**config.mk**
```make
export PLATFORM = sky130hd
export DESIGN_NAME = crpc_top
export DESIGN_NICKNAME = d
export VERILOG_FILES = /design/src/design/crpc_pkg.sv /design/src/design/crpc_clkdiv.sv /design/src/design/crpc_top.sv
export VERILOG_INCLUDE_DIRS = /design/src /design/src/design
export SDC_FILE = /design/constraint.sdc
export NUM_CORES = 1
export LEC_CHECK = 0
export BUFFER_PORTS_ARGS = -buffer_cell sky130_fd_sc_hd__buf_2
export CORE_MARGIN = 10
export CORE_UTILIZATION = 45
export CTS_CLUSTER_DIAMETER = 30
export CTS_CLUSTER_SIZE = 12
export DETAILED_ROUTE_END_ITERATION = 6
export PLACE_DENSITY = 0.79
export SLEW_MARGIN = 40
export SYNTH_ARGS = -nofsm -noshare
export SYNTH_HDL_FRONTEND = slang
export SYNTH_HIERARCHICAL = 1
export SYNTH_SLANG_ARGS = --single-unit
```
**constraint.sdc**
```tcl
create_clock -name core_clk -period 6.45 [get_ports core_clk]
set_clock_uncertainty 0.05 [all_clocks]
set_input_delay 0 -clock core_clk [delete_from_list [all_inputs] [get_ports core_clk]]
set_output_delay 0 -clock core_clk [all_outputs]
set_load 0.005 [all_outputs]
```
**src/design/crpc_consts.svh**
```systemverilog
// constants for the clock, reset and power control block
`ifndef CRPC_CONSTS_SVH
`define CRPC_CONSTS_SVH
`define CRPC_ADDR_TC_CTRL 8'hd0
`define CRPC_ADDR_TD_CTRL 8'hd1
`define CRPC_ADDR_TC_RELOAD 8'hd2
`define CRPC_ADDR_TD_RELOAD 8'hd3
`define CRPC_ADDR_CLKDIV 8'hd4
`define CRPC_ADDR_BAUD 8'hd6
`define CRPC_ADDR_STOPGUARD 8'hd7
`define CRPC_ADDR_CNTSEL 8'hd8
`define CRPC_ADDR_SELCNT 8'hda
`define CRPC_ADDR_BT_CTRL 8'hdc
`define CRPC_ADDR_BT_COUNT 8'hdd
`define CRPC_ADDR_SYSMODE 8'hdf
`define CRPC_ADDR_STATUS 8'hc0
`define CRPC_ADDR_CMD 8'hc1
`define CRPC_ADDR_PCVEC 8'hc2
`define CRPC_CLKDIV_LSB 3
`define CRPC_CLKDIV_MASK 8'h99
`define CRPC_CNTSEL_MASK 8'h07
`define CRPC_SYSMODE_MASK 8'h0f
`define CRPC_RST_ZERO 8'h00
`define CRPC_RST_ONES 8'hff
`define CRPC_STOP_KEY 8'ha5
`define CRPC_RESET_VECTOR 16'h0100
`define CRPC_CMD_STOP 0
`define CRPC_CMD_IDLE 1
`define CRPC_CORE_CLK_MHZ 200
`define CRPC_STAB_TIME_US 1000
`define CRPC_STAB_CYCLES (`CRPC_STAB_TIME_US * `CRPC_CORE_CLK_MHZ)
`endif

```
**src/design/crpc_pkg.sv**
```systemverilog
// types for the clock, reset and power control block
package crpc_pkg;
    typedef enum logic [1:0] {
        CRPC_ST_STAB,
        CRPC_ST_RUN,
        CRPC_ST_IDLE,
        CRPC_ST_STOP
    } crpc_state_t;
    typedef logic [1:0] crpc_ratio_t;
endpackage

```
**src/design/crpc_clkdiv.sv**
```systemverilog
// glitch-free cpu clock enable divider
`timescale 1ns/10ps
`default_nettype none
module crpc_clkdiv
    import crpc_pkg::*;
(
    input wire logic core_clk,
    input wire logic sys_rst,
    input wire logic clk_en,
    input wire logic run,
    input wire crpc_ratio_t ratio,
    output logic tick_ff
);
    typedef struct packed {
        logic [3:0] cnt;
        crpc_ratio_t act;
        logic tick;
    } crpc_div_t;
    crpc_div_t st_ff;
    crpc_div_t nxt_st;
    function automatic logic [3:0] crpc_limit(input crpc_ratio_t r);
        case (r)
            2'b00: crpc_limit = 4'hf;
            2'b01: crpc_limit = 4'h7;
            2'b10: crpc_limit = 4'h1;
            default: crpc_limit = 4'h0;
        endcase
    endfunction
    always_comb begin
        nxt_st = st_ff;
        nxt_st.tick = 1'b0;
        if (run) begin
            // new ratio only adopted at period end so no short pulse appears
            if (st_ff.cnt >= crpc_limit(st_ff.act)) begin
                nxt_st.cnt = 4'h0;
                nxt_st.tick = 1'b1;
                nxt_st.act = ratio;
            end else begin
                nxt_st.cnt = st_ff.cnt + 4'h1;
            end
        end
    end
    always_ff @(posedge core_clk) begin
        if (sys_rst) begin
            st_ff <= '0;
        end else if (clk_en) begin
            st_ff <= nxt_st;
        end
    end
    assign tick_ff = st_ff.tick;
endmodule
`default_nettype wire

```
**src/design/crpc_top.sv**
```systemverilog
// clock, reset and power-down control with avalon register slave
// Function
// - cpu clock is oscillator divided by 1, 2, 8 or 16.
// - slowest ratio, divide by 16, used until software picks faster.
// - stop mode freezes oscillator, halts everything, retains register contents except the stop guard, cleared on wake.
// - stop exits only on reset or the two wake interrupt lines.
// - idle gates cpu clock; interrupt control and timer keep clocking.
// - idle exits on reset or any interrupt, external or internal.
// - external low reset is synchronised before use.
// - reset returns all control registers to defaults.
// - reset disables interrupts and enables watchdog.
// - reset makes ports 0 to 3 inputs.
// - reset loads pc with vector 0100h; fetch starts after stabilisation.
// - unused or unmapped bits read zero.
// - timer c, timer d reload and baud divisor reset to all ones.
// - basic timer control and count reset to zero.
// - counter select low three bits reset; upper five unused.
// - reset clears divider select bits, selecting divide by 16.
// - stop only with guard key; otherwise pc redirected to reset vector.
`timescale 1ns/10ps
`default_nettype none
`include "crpc_consts.svh"
module crpc_top
    import crpc_pkg::*;
#(
    parameter int STAB_CYCLES = `CRPC_STAB_CYCLES
) (
    input wire logic core_clk,
    input wire logic sys_rst,
    input wire logic clk_en,
    input wire logic external_reset_low,
    input wire logic [1:0] wake_interrupt_lines,
    input wire logic irq_any,
    input wire logic [7:0] avs_address,
    input wire logic avs_read,
    input wire logic avs_write,
    input wire logic [31:0] avs_writedata,
    output logic [31:0] avs_readdata,
    output logic avs_waitrequest,
    output logic cpu_clk_en,
    output logic periph_clk_en,
    output logic osc_run,
    output logic cpu_reset,
    output logic int_disable,
    output logic watchdog_en,
    output logic ports_input,
    output logic [15:0] pc_load_value,
    output logic pc_load,
    output logic [7:0] timer_c_reload,
    output logic [7:0] timer_d_reload,
    output logic [7:0] baud_divisor
);
    typedef struct packed {
        logic [1:0] rst_sync;
        logic [1:0] wake_a;
        logic [1:0] wake_b;
        crpc_state_t fsm;
        logic [31:0] stab;
        logic [7:0] tc_ctrl;
        logic [7:0] td_ctrl;
        logic [7:0] tc_rel;
        logic [7:0] td_rel;
        logic [7:0] clkdiv;
        logic [7:0] baud;
        logic [7:0] guard;
        logic [7:0] cntsel;
        logic [7:0] bt_ctrl;
        logic [7:0] bt_count;
        logic [7:0] sysmode;
        logic [31:0] rdata;
        logic ack;
        logic [15:0] pcv;
        logic pcl;
        logic redirect;
        logic stab_lvl;
        logic osc_lvl;
    } crpc_st_t;
    crpc_st_t st_ff;
    crpc_st_t nxt_st;
    logic tick;
    logic bus_req;
    logic wr_hit;
    logic ext_rst;
    logic [1:0] wake_sync;
    assign bus_req = (avs_read | avs_write) & ~st_ff.ack;
    assign wr_hit = avs_write & ~st_ff.ack;
    assign ext_rst = ~st_ff.rst_sync[1];
    assign wake_sync = {st_ff.wake_b[1], st_ff.wake_a[1]};

    crpc_clkdiv u_div (
        .core_clk(core_clk),
        .sys_rst(sys_rst),
        .clk_en(clk_en),
        .run(st_ff.fsm != CRPC_ST_STOP),
        .ratio(st_ff.clkdiv[`CRPC_CLKDIV_LSB +: 2]),
        .tick_ff(tick)
    );

    function automatic logic [7:0] crpc_read(input crpc_st_t s, input logic [7:0] a);
        logic [7:0] d;
        d = 8'h00;
        if (a == `CRPC_ADDR_TC_CTRL) begin
            d = s.tc_ctrl;
        end else if (a == `CRPC_ADDR_TD_CTRL) begin
            d = s.td_ctrl;
        end else if (a == `CRPC_ADDR_TC_RELOAD) begin
            d = s.tc_rel;
        end else if (a == `CRPC_ADDR_TD_RELOAD) begin
            d = s.td_rel;
        end else if (a == `CRPC_ADDR_CLKDIV) begin
            d = s.clkdiv & `CRPC_CLKDIV_MASK;
        end else if (a == `CRPC_ADDR_BAUD) begin
            d = s.baud;
        end else if (a == `CRPC_ADDR_STOPGUARD) begin
            d = s.guard;
        end else if (a == `CRPC_ADDR_CNTSEL) begin
            d = s.cntsel & `CRPC_CNTSEL_MASK;
        end else if (a == `CRPC_ADDR_SELCNT) begin
            // selected counter mirrors basic timer count in this block
            d = s.bt_count;
        end else if (a == `CRPC_ADDR_BT_CTRL) begin
            d = s.bt_ctrl;
        end else if (a == `CRPC_ADDR_BT_COUNT) begin
            d = s.bt_count;
        end else if (a == `CRPC_ADDR_SYSMODE) begin
            d = s.sysmode & `CRPC_SYSMODE_MASK;
        end else if (a == `CRPC_ADDR_STATUS) begin
            d = {4'h0, s.redirect, ext_rst, s.fsm};
        end
        return d;
    endfunction

    always_comb begin
        nxt_st = st_ff;
        nxt_st.rst_sync = {st_ff.rst_sync[0], external_reset_low};
        nxt_st.wake_a = {st_ff.wake_a[0], wake_interrupt_lines[0]};
        nxt_st.wake_b = {st_ff.wake_b[0], wake_interrupt_lines[1]};
        nxt_st.pcl = 1'b0;
        nxt_st.ack = bus_req;
        if (avs_read & ~st_ff.ack) begin
            nxt_st.rdata = {24'h0, crpc_read(st_ff, avs_address)};
        end
        if (wr_hit) begin
            if (avs_address == `CRPC_ADDR_TC_CTRL) begin
                nxt_st.tc_ctrl = avs_writedata[7:0];
            end else if (avs_address == `CRPC_ADDR_TD_CTRL) begin
                nxt_st.td_ctrl = avs_writedata[7:0];
            end else if (avs_address == `CRPC_ADDR_TC_RELOAD) begin
                nxt_st.tc_rel = avs_writedata[7:0];
            end else if (avs_address == `CRPC_ADDR_TD_RELOAD) begin
                nxt_st.td_rel = avs_writedata[7:0];
            end else if (avs_address == `CRPC_ADDR_CLKDIV) begin
                nxt_st.clkdiv = avs_writedata[7:0] & `CRPC_CLKDIV_MASK;
            end else if (avs_address == `CRPC_ADDR_BAUD) begin
                nxt_st.baud = avs_writedata[7:0];
            end else if (avs_address == `CRPC_ADDR_STOPGUARD) begin
                nxt_st.guard = avs_writedata[7:0];
            end else if (avs_address == `CRPC_ADDR_CNTSEL) begin
                nxt_st.cntsel = avs_writedata[7:0] & `CRPC_CNTSEL_MASK;
            end else if (avs_address == `CRPC_ADDR_BT_CTRL) begin
                nxt_st.bt_ctrl = avs_writedata[7:0];
            end else if (avs_address == `CRPC_ADDR_BT_COUNT) begin
                nxt_st.bt_count = avs_writedata[7:0];
            end else if (avs_address == `CRPC_ADDR_SYSMODE) begin
                nxt_st.sysmode = avs_writedata[7:0] & `CRPC_SYSMODE_MASK;
            end
        end
        case (st_ff.fsm)
            CRPC_ST_STAB: begin
                if (st_ff.stab >= 32'(STAB_CYCLES - 1)) begin
                    nxt_st.fsm = CRPC_ST_RUN;
                end else begin
                    nxt_st.stab = st_ff.stab + 32'd1;
                end
            end
            CRPC_ST_RUN: begin
                if (wr_hit && avs_address == `CRPC_ADDR_CMD) begin
                    if (avs_writedata[`CRPC_CMD_STOP]) begin
                        if (st_ff.guard == `CRPC_STOP_KEY) begin
                            nxt_st.fsm = CRPC_ST_STOP;
                        end else begin
                            nxt_st.pcv = `CRPC_RESET_VECTOR;
                            nxt_st.pcl = 1'b1;
                            nxt_st.redirect = 1'b1;
                        end
                    end else if (avs_writedata[`CRPC_CMD_IDLE]) begin
                        nxt_st.fsm = CRPC_ST_IDLE;
                    end
                end
            end
            CRPC_ST_IDLE: begin
                if (irq_any | (|wake_sync)) begin
                    nxt_st.fsm = CRPC_ST_RUN;
                end
            end
            default: begin
                // only the filtered wake lines or the external reset restart the oscillator
                if (|wake_sync) begin
                    nxt_st.fsm = CRPC_ST_STAB;
                    nxt_st.stab = 32'd0;
                    nxt_st.guard = `CRPC_RST_ZERO;
                end
            end
        endcase
        if (ext_rst) begin
            nxt_st.fsm = CRPC_ST_STAB;
            nxt_st.stab = 32'd0;
            nxt_st.tc_ctrl = `CRPC_RST_ZERO;
            nxt_st.td_ctrl = `CRPC_RST_ZERO;
            nxt_st.tc_rel = `CRPC_RST_ONES;
            nxt_st.td_rel = `CRPC_RST_ONES;
            nxt_st.baud = `CRPC_RST_ONES;
            nxt_st.clkdiv = `CRPC_RST_ZERO;
            nxt_st.guard = `CRPC_RST_ZERO;
            nxt_st.cntsel = `CRPC_RST_ZERO;
            nxt_st.bt_ctrl = `CRPC_RST_ZERO;
            nxt_st.bt_count = `CRPC_RST_ZERO;
            nxt_st.sysmode = `CRPC_RST_ZERO;
            nxt_st.pcv = `CRPC_RESET_VECTOR;
            nxt_st.pcl = 1'b1;
            nxt_st.redirect = 1'b0;
        end
        // level outputs taken from next state so they leave a flop in step with fsm
        nxt_st.stab_lvl = nxt_st.fsm == CRPC_ST_STAB;
        nxt_st.osc_lvl = nxt_st.fsm != CRPC_ST_STOP;
    end

    always_ff @(posedge core_clk) begin
        if (sys_rst) begin
            st_ff <= '0;
            st_ff.rst_sync <= 2'b00;
            st_ff.fsm <= CRPC_ST_STAB;
            st_ff.tc_rel <= `CRPC_RST_ONES;
            st_ff.td_rel <= `CRPC_RST_ONES;
            st_ff.baud <= `CRPC_RST_ONES;
            st_ff.pcv <= `CRPC_RESET_VECTOR;
            st_ff.stab_lvl <= 1'b1;
            st_ff.osc_lvl <= 1'b1;
        end else if (clk_en) begin
            st_ff <= nxt_st;
        end
    end

    // registered enables: one cycle behind the divider tick
    logic cpu_en_ff;
    logic per_en_ff;
    always_ff @(posedge core_clk) begin
        if (sys_rst) begin
            cpu_en_ff <= 1'b0;
            per_en_ff <= 1'b0;
        end else if (clk_en) begin
            cpu_en_ff <= tick & (st_ff.fsm == CRPC_ST_RUN);
            per_en_ff <= tick & (st_ff.fsm != CRPC_ST_STOP);
        end
    end

    assign avs_readdata = st_ff.rdata;
    assign avs_waitrequest = ~st_ff.ack;
    assign cpu_clk_en = cpu_en_ff;
    assign periph_clk_en = per_en_ff;
    assign osc_run = st_ff.osc_lvl;
    // held through every stabilisation, also after a stop wake
    assign cpu_reset = st_ff.stab_lvl;
    assign int_disable = st_ff.stab_lvl;
    assign watchdog_en = st_ff.stab_lvl;
    assign ports_input = st_ff.stab_lvl;
    assign pc_load_value = st_ff.pcv;
    assign pc_load = st_ff.pcl;
    assign timer_c_reload = st_ff.tc_rel;
    assign timer_d_reload = st_ff.td_rel;
    assign baud_divisor = st_ff.baud;
endmodule
`default_nettype wire

```
==> results of run 1 <==
[flip-flops by register name (all words and copies together), names as in the netlist]
name and flops:
cpu_clk_en 1, u_div/st_ff 6, timer_d_reload 8, baud_divisor 8
osc_run 1, avs_readdata 8, periph_clk_en 1, nxt_st 3
u_div/tick_ff 1, st_ff 90, timer_c_reload 8, pc_load 1
pc_load_value 1, cpu_reset 1
[synth_stat cells (3+ instances only)]
cell | number | area, um^2
dfxtp_1 | 138 | 2760
nor2_1 | 111 | 417
nand2_1 | 77 | 289
buf_4 | 75 | 563
a21oi_1 | 55 | 275
mux2i_1 | 40 | 400
clkbuf_1 | 34 | 128
o21ai_0 | 30 | 150
a31oi_1 | 22 | 138
nand3_1 | 21 | 105
o211ai_1 | 21 | 158
inv_1 | 20 | 75.1
o21ai_1 | 20 | 100
and2_1 | 17 | 106
a22oi_1 | 14 | 105
nor3_1 | 14 | 70.1
a32oi_1 | 12 | 105
ha_1 | 11 | 138
or3_1 | 11 | 68.8
nor2b_1 | 10 | 62.6
nand2b_1 | 9 | 56.3
nand4_1 | 8 | 50.1
nor4_1 | 8 | 50.1
buf_2 | 7 | 35.0
nand3b_1 | 6 | 45.0
a21o_1 | 4 | 30.0
a221oi_1 | 4 | 35.0
and3_1 | 4 | 25.0
o221a_2 | 4 | 45.0
o22ai_1 | 4 | 25.0
o31a_1 | 4 | 35.0
a211oi_1 | 3 | 22.5
a32o_1 | 3 | 30.0
buf_1 | 3 | 11.3
mux2_2 | 3 | 33.8
o21a_1 | 3 | 22.5
o31ai_1 | 3 | 22.5
xor2_1 | 3 | 26.3
[path summary, 6_finish.rpt]
kind | from | end | slack (ns) | cells after the start
setup / recovery | st_ff[173] | st_ff[150] | 3.73 | 8
hold / removal | clk_en | cpu_clk_en | 0.11 | 3
setup reg to reg | st_ff[173] | st_ff[150] | 3.73 | 8
hold reg to reg | st_ff[162] | st_ff[162] | 0.40 | 2
[worst reg2reg max path, delay by kind of cell (launching register included)]
family / cells / cell delay [ns]
DFF: 1 / 0.51
AOI/OAI and AO/OA: 3 / 1.17
buffers and inverters: 1 / 0.15
adders and majority gates: 1 / 0.31
and+or+nand+nor: 3 / 0.46
[layout make-up]
| cell class | count | area (um^2) |
|---|---|---|
| sequential | 138 | 2760 |
| clock inverter | 14 | 160 |
| antenna | 1 | 2.50 |
| clock buffer | 18 | 439 |
| fill | 1508 | 7760 |
| timing repair buffer | 84 | 502 |
| inverter | 21 | 78.8 |
| tap | 216 | 270 |
| multi-input combinational | 634 | 3790 |
[layer usage]
layer,vias up,share of wire (%)
li1,3067,-
met1,3094,42
met2,379,45
met3,58,10
met4,2,2.6
met5,-,0.065
[through the flow]
step | utilization [%] | worst slack [ns] | cell area (um^2) | hold WS, ns | total power [uW]
3_3_place_gp | 46.0 | 3.78 | 7260 | 0.192 | 1050
3_5_place_dp | 46.1 | 3.75 | 7260 | 0.199 | 1060
5_1_grt | 50.8 | 3.45 | 8010 | 0.141 | 2100
4_1_cts | 50.7 | 3.75 | 7990 | 0.0903 | 2040
6_report | 50.8 | 3.73 | 8010 | 0.107 | 2040
2_1_floorplan | - | 4.21 | 7350 | 0.0191 | 1030
[report_power, final]
group	switching (uW)	internal [uW]
Combinational	114	56.3
Clock	401	588
Sequential	11.3	867
Total	526	1510
[what timing repair did]
item | CTS | global route
setup buffers | 0 | 0
hold buffers | 13 | 0
setup endpoints to repair | 0 | 0
hold endpoints to repair | 41 | 0
[cell families (layout without fill, tap and decap cells)]
group	count (synthesis)	count (layout)	share of synthesized area, %
buf+inv	140	137	11.3
other cells	1	40	0.0520
simple gates	310	310	20.4
flops	138	138	38.3
mux	45	45	6.65
compound gates	225	225	20.9
xor+xnor	4	4	0.486
fa+ha+maj	11	11	1.91
==> flow_metrics.env, run 1 <==
export IMPL_yosys_warnings=6
export IMPL_synth_area_mm2=0.00721
export IMPL_syn_avg_cell_area_um2=8.25
export IMPL_die_area_mm2=0.0215
export IMPL_grt_pass1_vias=6261
export IMPL_crit_path_end_kind="flip-flop"
export IMPL_routed_via_density=5.86
export IMPL_antenna_found_initial=1
export IMPL_synth_seq_area_share_pct=38.3
export IMPL_max_freq_mhz=367
export IMPL_grt_start_max_net_pins=84
export IMPL_synth_edf_count=0
export IMPL_globalRouteMet2Util_pct=27.9
export IMPL_grt_use_total_pct=17.9
export IMPL_holdCritPathClass="in2reg"
export IMPL_crit_required_ns=6.76
export IMPL_pwr_density_cell_mw_per_mm2=254
export IMPL_final_cell_mix="dfxtp_1 (138), nor2_1 (109), nand2_1 (77)"
export IMPL_rsz0062_at_grt="no"
export IMPL_drc_errors=0
export IMPL_async_reset_ff_share_pct=0
export IMPL_worst_slew_pin_transition_ns=0.791
export IMPL_numCtsBuffers=17
export IMPL_drtAntennaViolNets=0
export IMPL_fin_tns_setup_ns=0
export IMPL_final_common_cell="dfxtp_1"
export IMPL_p_leak_uw=0.00313
export IMPL_cts_buffer_depth=2
export IMPL_synthFlopType="dfxtp_1"
export IMPL_drive_above_1_share_pct=13.8
export IMPL_clk_pin_slew_ns=0.06
export IMPL_instances_no_fill=1126
export IMPL_start_kind="flip-flop"
export IMPL_grt_overflow=0
export IMPL_hold_violations=0
export IMPL_globalplace_congestion=0.946
export IMPL_io_buffers=66
export IMPL_area_growth_pct=11.1
export IMPL_synthCells=874
export IMPL_placed_cells=1080
export IMPL_die_h_um=147
export IMPL_grt_use_met1_pct=22.0
export IMPL_rows=46
export IMPL_path_cells="inv_1, ha_1, a21boi_1, nand3_1, a2111oi_1, and2_1, nand3b_1, a21oi_1"
export IMPL_core_mm2=0.0158
export IMPL_grt_first_pass_wirelength_mm=32.0
export IMPL_drv_cap=0
export IMPL_fin_nets=956
export IMPL_drv_slew=0
export IMPL_drtIter0Drc=871
export IMPL_cts_resized=0
export IMPL_worstSkewPairLatency_ns=0.43
export IMPL_slew_headroom_pct=46.9
export IMPL_die_w_um=147
export IMPL_cts_sinks=138
export IMPL_arrival_ns=3.03
export IMPL_ys_ff_latch=138
export IMPL_finalSetupViolCount=0
export IMPL_clockRootBuffer="clkbuf_16"
export IMPL_gr_usage_met3_pct=6.06
export IMPL_grt_busiest_layer="met2"
export IMPL_htreeDepth=4
export IMPL_io_pin_count=130
export IMPL_wirelength_mm=20.0
export IMPL_wl_per_cell_um=17.8
export IMPL_yosysUniqueCellTypes=67
export IMPL_status="finished clean"
export IMPL_fin_crit_sh_pct=42.2
export IMPL_start_util_pct=45.7
export IMPL_via_count=6600
export IMPL_critPathSlowestCell="a2111oi_1"
export IMPL_crit_type="reg2reg"
export IMPL_critical_path_buf_inv_count=1
export IMPL_hpwl_mm=13.6
export IMPL_cpPeakStageDelay_ns=0.62
export IMPL_ir_worst_vdd_mv=0.201
export IMPL_period_minus_slack_ns=2.72
export IMPL_cp_max_fo=8
export IMPL_first_pass_iters=6
export IMPL_cp_top_family="compound AO/OA/AOI/OAI gates"
export IMPL_cts_tree="built"
No activity file was read; power rests on OpenSTA's default activity.
==> run 2, diff against run 1 <==
==> constraint.sdc (replaced) <==
create_clock -name core_clk -period 2.8 [get_ports core_clk]
set_clock_uncertainty 0.05 [all_clocks]
set_input_delay 0 -clock core_clk [delete_from_list [all_inputs] [get_ports core_clk]]
set_output_delay 0 -clock core_clk [all_outputs]
set_load 0.005 [all_outputs]
==> flow_metrics.env, run 2 (synthesized netlist as in run 1, its figures left out) <==
export IMPL_cts_tree="built"
export IMPL_antenna_found_initial=1
export IMPL_globalplace_congestion=0.941
export IMPL_final_cell_mix="dfxtp_1 (138), nor2_1 (111), nand2_1 (77)"
export IMPL_drv_slew=0
export IMPL_hpwl_mm=14.0
export IMPL_cts_buffer_depth=2
export IMPL_swShare_pct=25.1
export IMPL_p_leak_uw=0.00321
export IMPL_fin_area_mm2=0.00814
export IMPL_worst_slew_pin_transition_ns=0.839
export IMPL_finalSetupViolCount=0
export IMPL_fill_cells=1477
export IMPL_io_buffers=66
export IMPL_drtIter0Drc=803
export IMPL_instances_no_fill=1142
export IMPL_fin_nets=973
export IMPL_placed_cells=1095
export IMPL_cpPeakStageDelay_ns=0.57
export IMPL_clk_pin_slew_ns=0.07
export IMPL_die_area_mm2=0.0215
export IMPL_p_clk_share_pct=48.9
export IMPL_core_mm2=0.0158
export IMPL_max_freq_mhz=395
export IMPL_first_pass_iters=6
export IMPL_area_growth_pct=12.9
export IMPL_wl_per_cell_um=17.5
export IMPL_crit_required_ns=3.11
export IMPL_p_int_uw=3560
export IMPL_top_register="st_ff"
export IMPL_clockRootBuffer="clkbuf_16"
export IMPL_hold_violations=0
export IMPL_cts_resized=0
export IMPL_pwr_density_cell_mw_per_mm2=584
export IMPL_path_cells="inv_1, ha_1, a21boi_1, o21ai_2, or4_1, a21oi_1"
export IMPL_io_pin_count=130
export IMPL_grt_start_max_net_pins=82
export IMPL_drc_errors=0
export IMPL_arrival_ns=2.84
export IMPL_numCtsBuffers=17
export IMPL_drtAntennaViolNets=0
export IMPL_grt_first_pass_wirelength_mm=32.5
export IMPL_crit_path_end_kind="flip-flop"
export IMPL_wirelength_mm=20.0
export IMPL_start_kind="flip-flop"
export IMPL_ir_worst_vdd_mv=0.475
export IMPL_placed_area_mm2=0.00737
export IMPL_die_w_um=147
export IMPL_rsz0062_at_grt="no"
export IMPL_fin_crit_sh_pct=90.3
export IMPL_final_common_cell="dfxtp_1"
export IMPL_critPathSlowestCell="or4_1"
export IMPL_postCtsSetupBuffers=0
export IMPL_crit_type="reg2reg"
export IMPL_status="finished clean"
export IMPL_routed_via_density=5.72
export IMPL_drive_above_1_share_pct=14.8
export IMPL_period_minus_slack_ns=2.53
export IMPL_grt_overflow=0
export IMPL_die_h_um=147
export IMPL_p_comb_share_pct=8.5
export IMPL_multiInputGateArea_mm2=0.00379
export IMPL_grt_use_total_pct=18.3
export IMPL_holdPathStages=5
export IMPL_drv_cap=0
export IMPL_seq_area_mm2=0.00276
export IMPL_cts_sinks=138
export IMPL_start_util_pct=45.7
export IMPL_rows=46
export IMPL_cp_max_fo=11
export IMPL_grt_pass1_vias=6359
export IMPL_via_count=6534
export IMPL_fin_tns_setup_ns=0
export IMPL_worstSkewPairLatency_ns=0.43
export IMPL_switchingPower_uw=1190
export IMPL_largest_register_ffs=90
export IMPL_holdCritPathClass="in2reg"
export IMPL_pwr_share_seq_pct=42.7
export IMPL_r2r_cells=6
export IMPL_slew_headroom_pct=43.8
export IMPL_htreeDepth=4
export IMPL_diodes=0
## run 2: final cells by class
type,instances,share of cell area (%)
flip-flops and latches,138,33.9
clock buffers,21,5.90
multi-input cells,634,46.5
inverters,21,0.968
well taps,216,3.32
repair buffers,101,7.75
clock inverters,11,1.61
## run 2: what timing repair did
action | CTS | global route
hold buffers | 15 | 0
endpoints found under the setup margin | 0 | 0
hold endpoints to repair | 46 | 0
## run 2: path summary, 6_finish.rpt
| kind | start | to | slack, ns |
|---|---|---|---|
| min reg2reg | st_ff[127] | st_ff[127] | 0.41 |
| min | avs_write | st_ff[92] | 0.15 |
| max | st_ff[173] | st_ff[154] | 0.27 |
| max reg2reg | st_ff[173] | st_ff[154] | 0.27 |
## run 2: critical path, delay by kind of cell, from the launching register on
family,cells,cell delay (ns)
buffers and inverters,1,0.15
DFF,1,0.49
AOI/OAI and AO/OA,3,0.90
and+or+nand+nor,1,0.57
adders and majority gates,1,0.30
## run 2: per-layer routing
metal	routed length [um]	global-route usage, %
met5	10	0
met4	406	7.11
met3	1840	5.69
met2	9170	28.7
met1	8600	22.8
## run 2: power by group through the flow
stage,sequential (uW),clock (uW),combinational [uW]
6_report,2030,2320,403
5_1_grt,2030,2430,440
3_5_place_dp,2070,0,373
3_3_place_gp,2070,0,367
4_1_cts,2030,2330,394
2_1_floorplan,2060,0,309
## run 2: through the flow
step	utilization, %	setup WS (ns)	hold slack [ns]	power, uW
floorplan	-	0.561	0.0191	2370
global placement	46.7	0.416	0.192	2430
detailed placement	46.8	0.331	0.204	2440
CTS	51.6	0.331	0.129	4750
global route	51.6	0.0628	0.154	4900
finish	51.6	0.270	0.149	4750
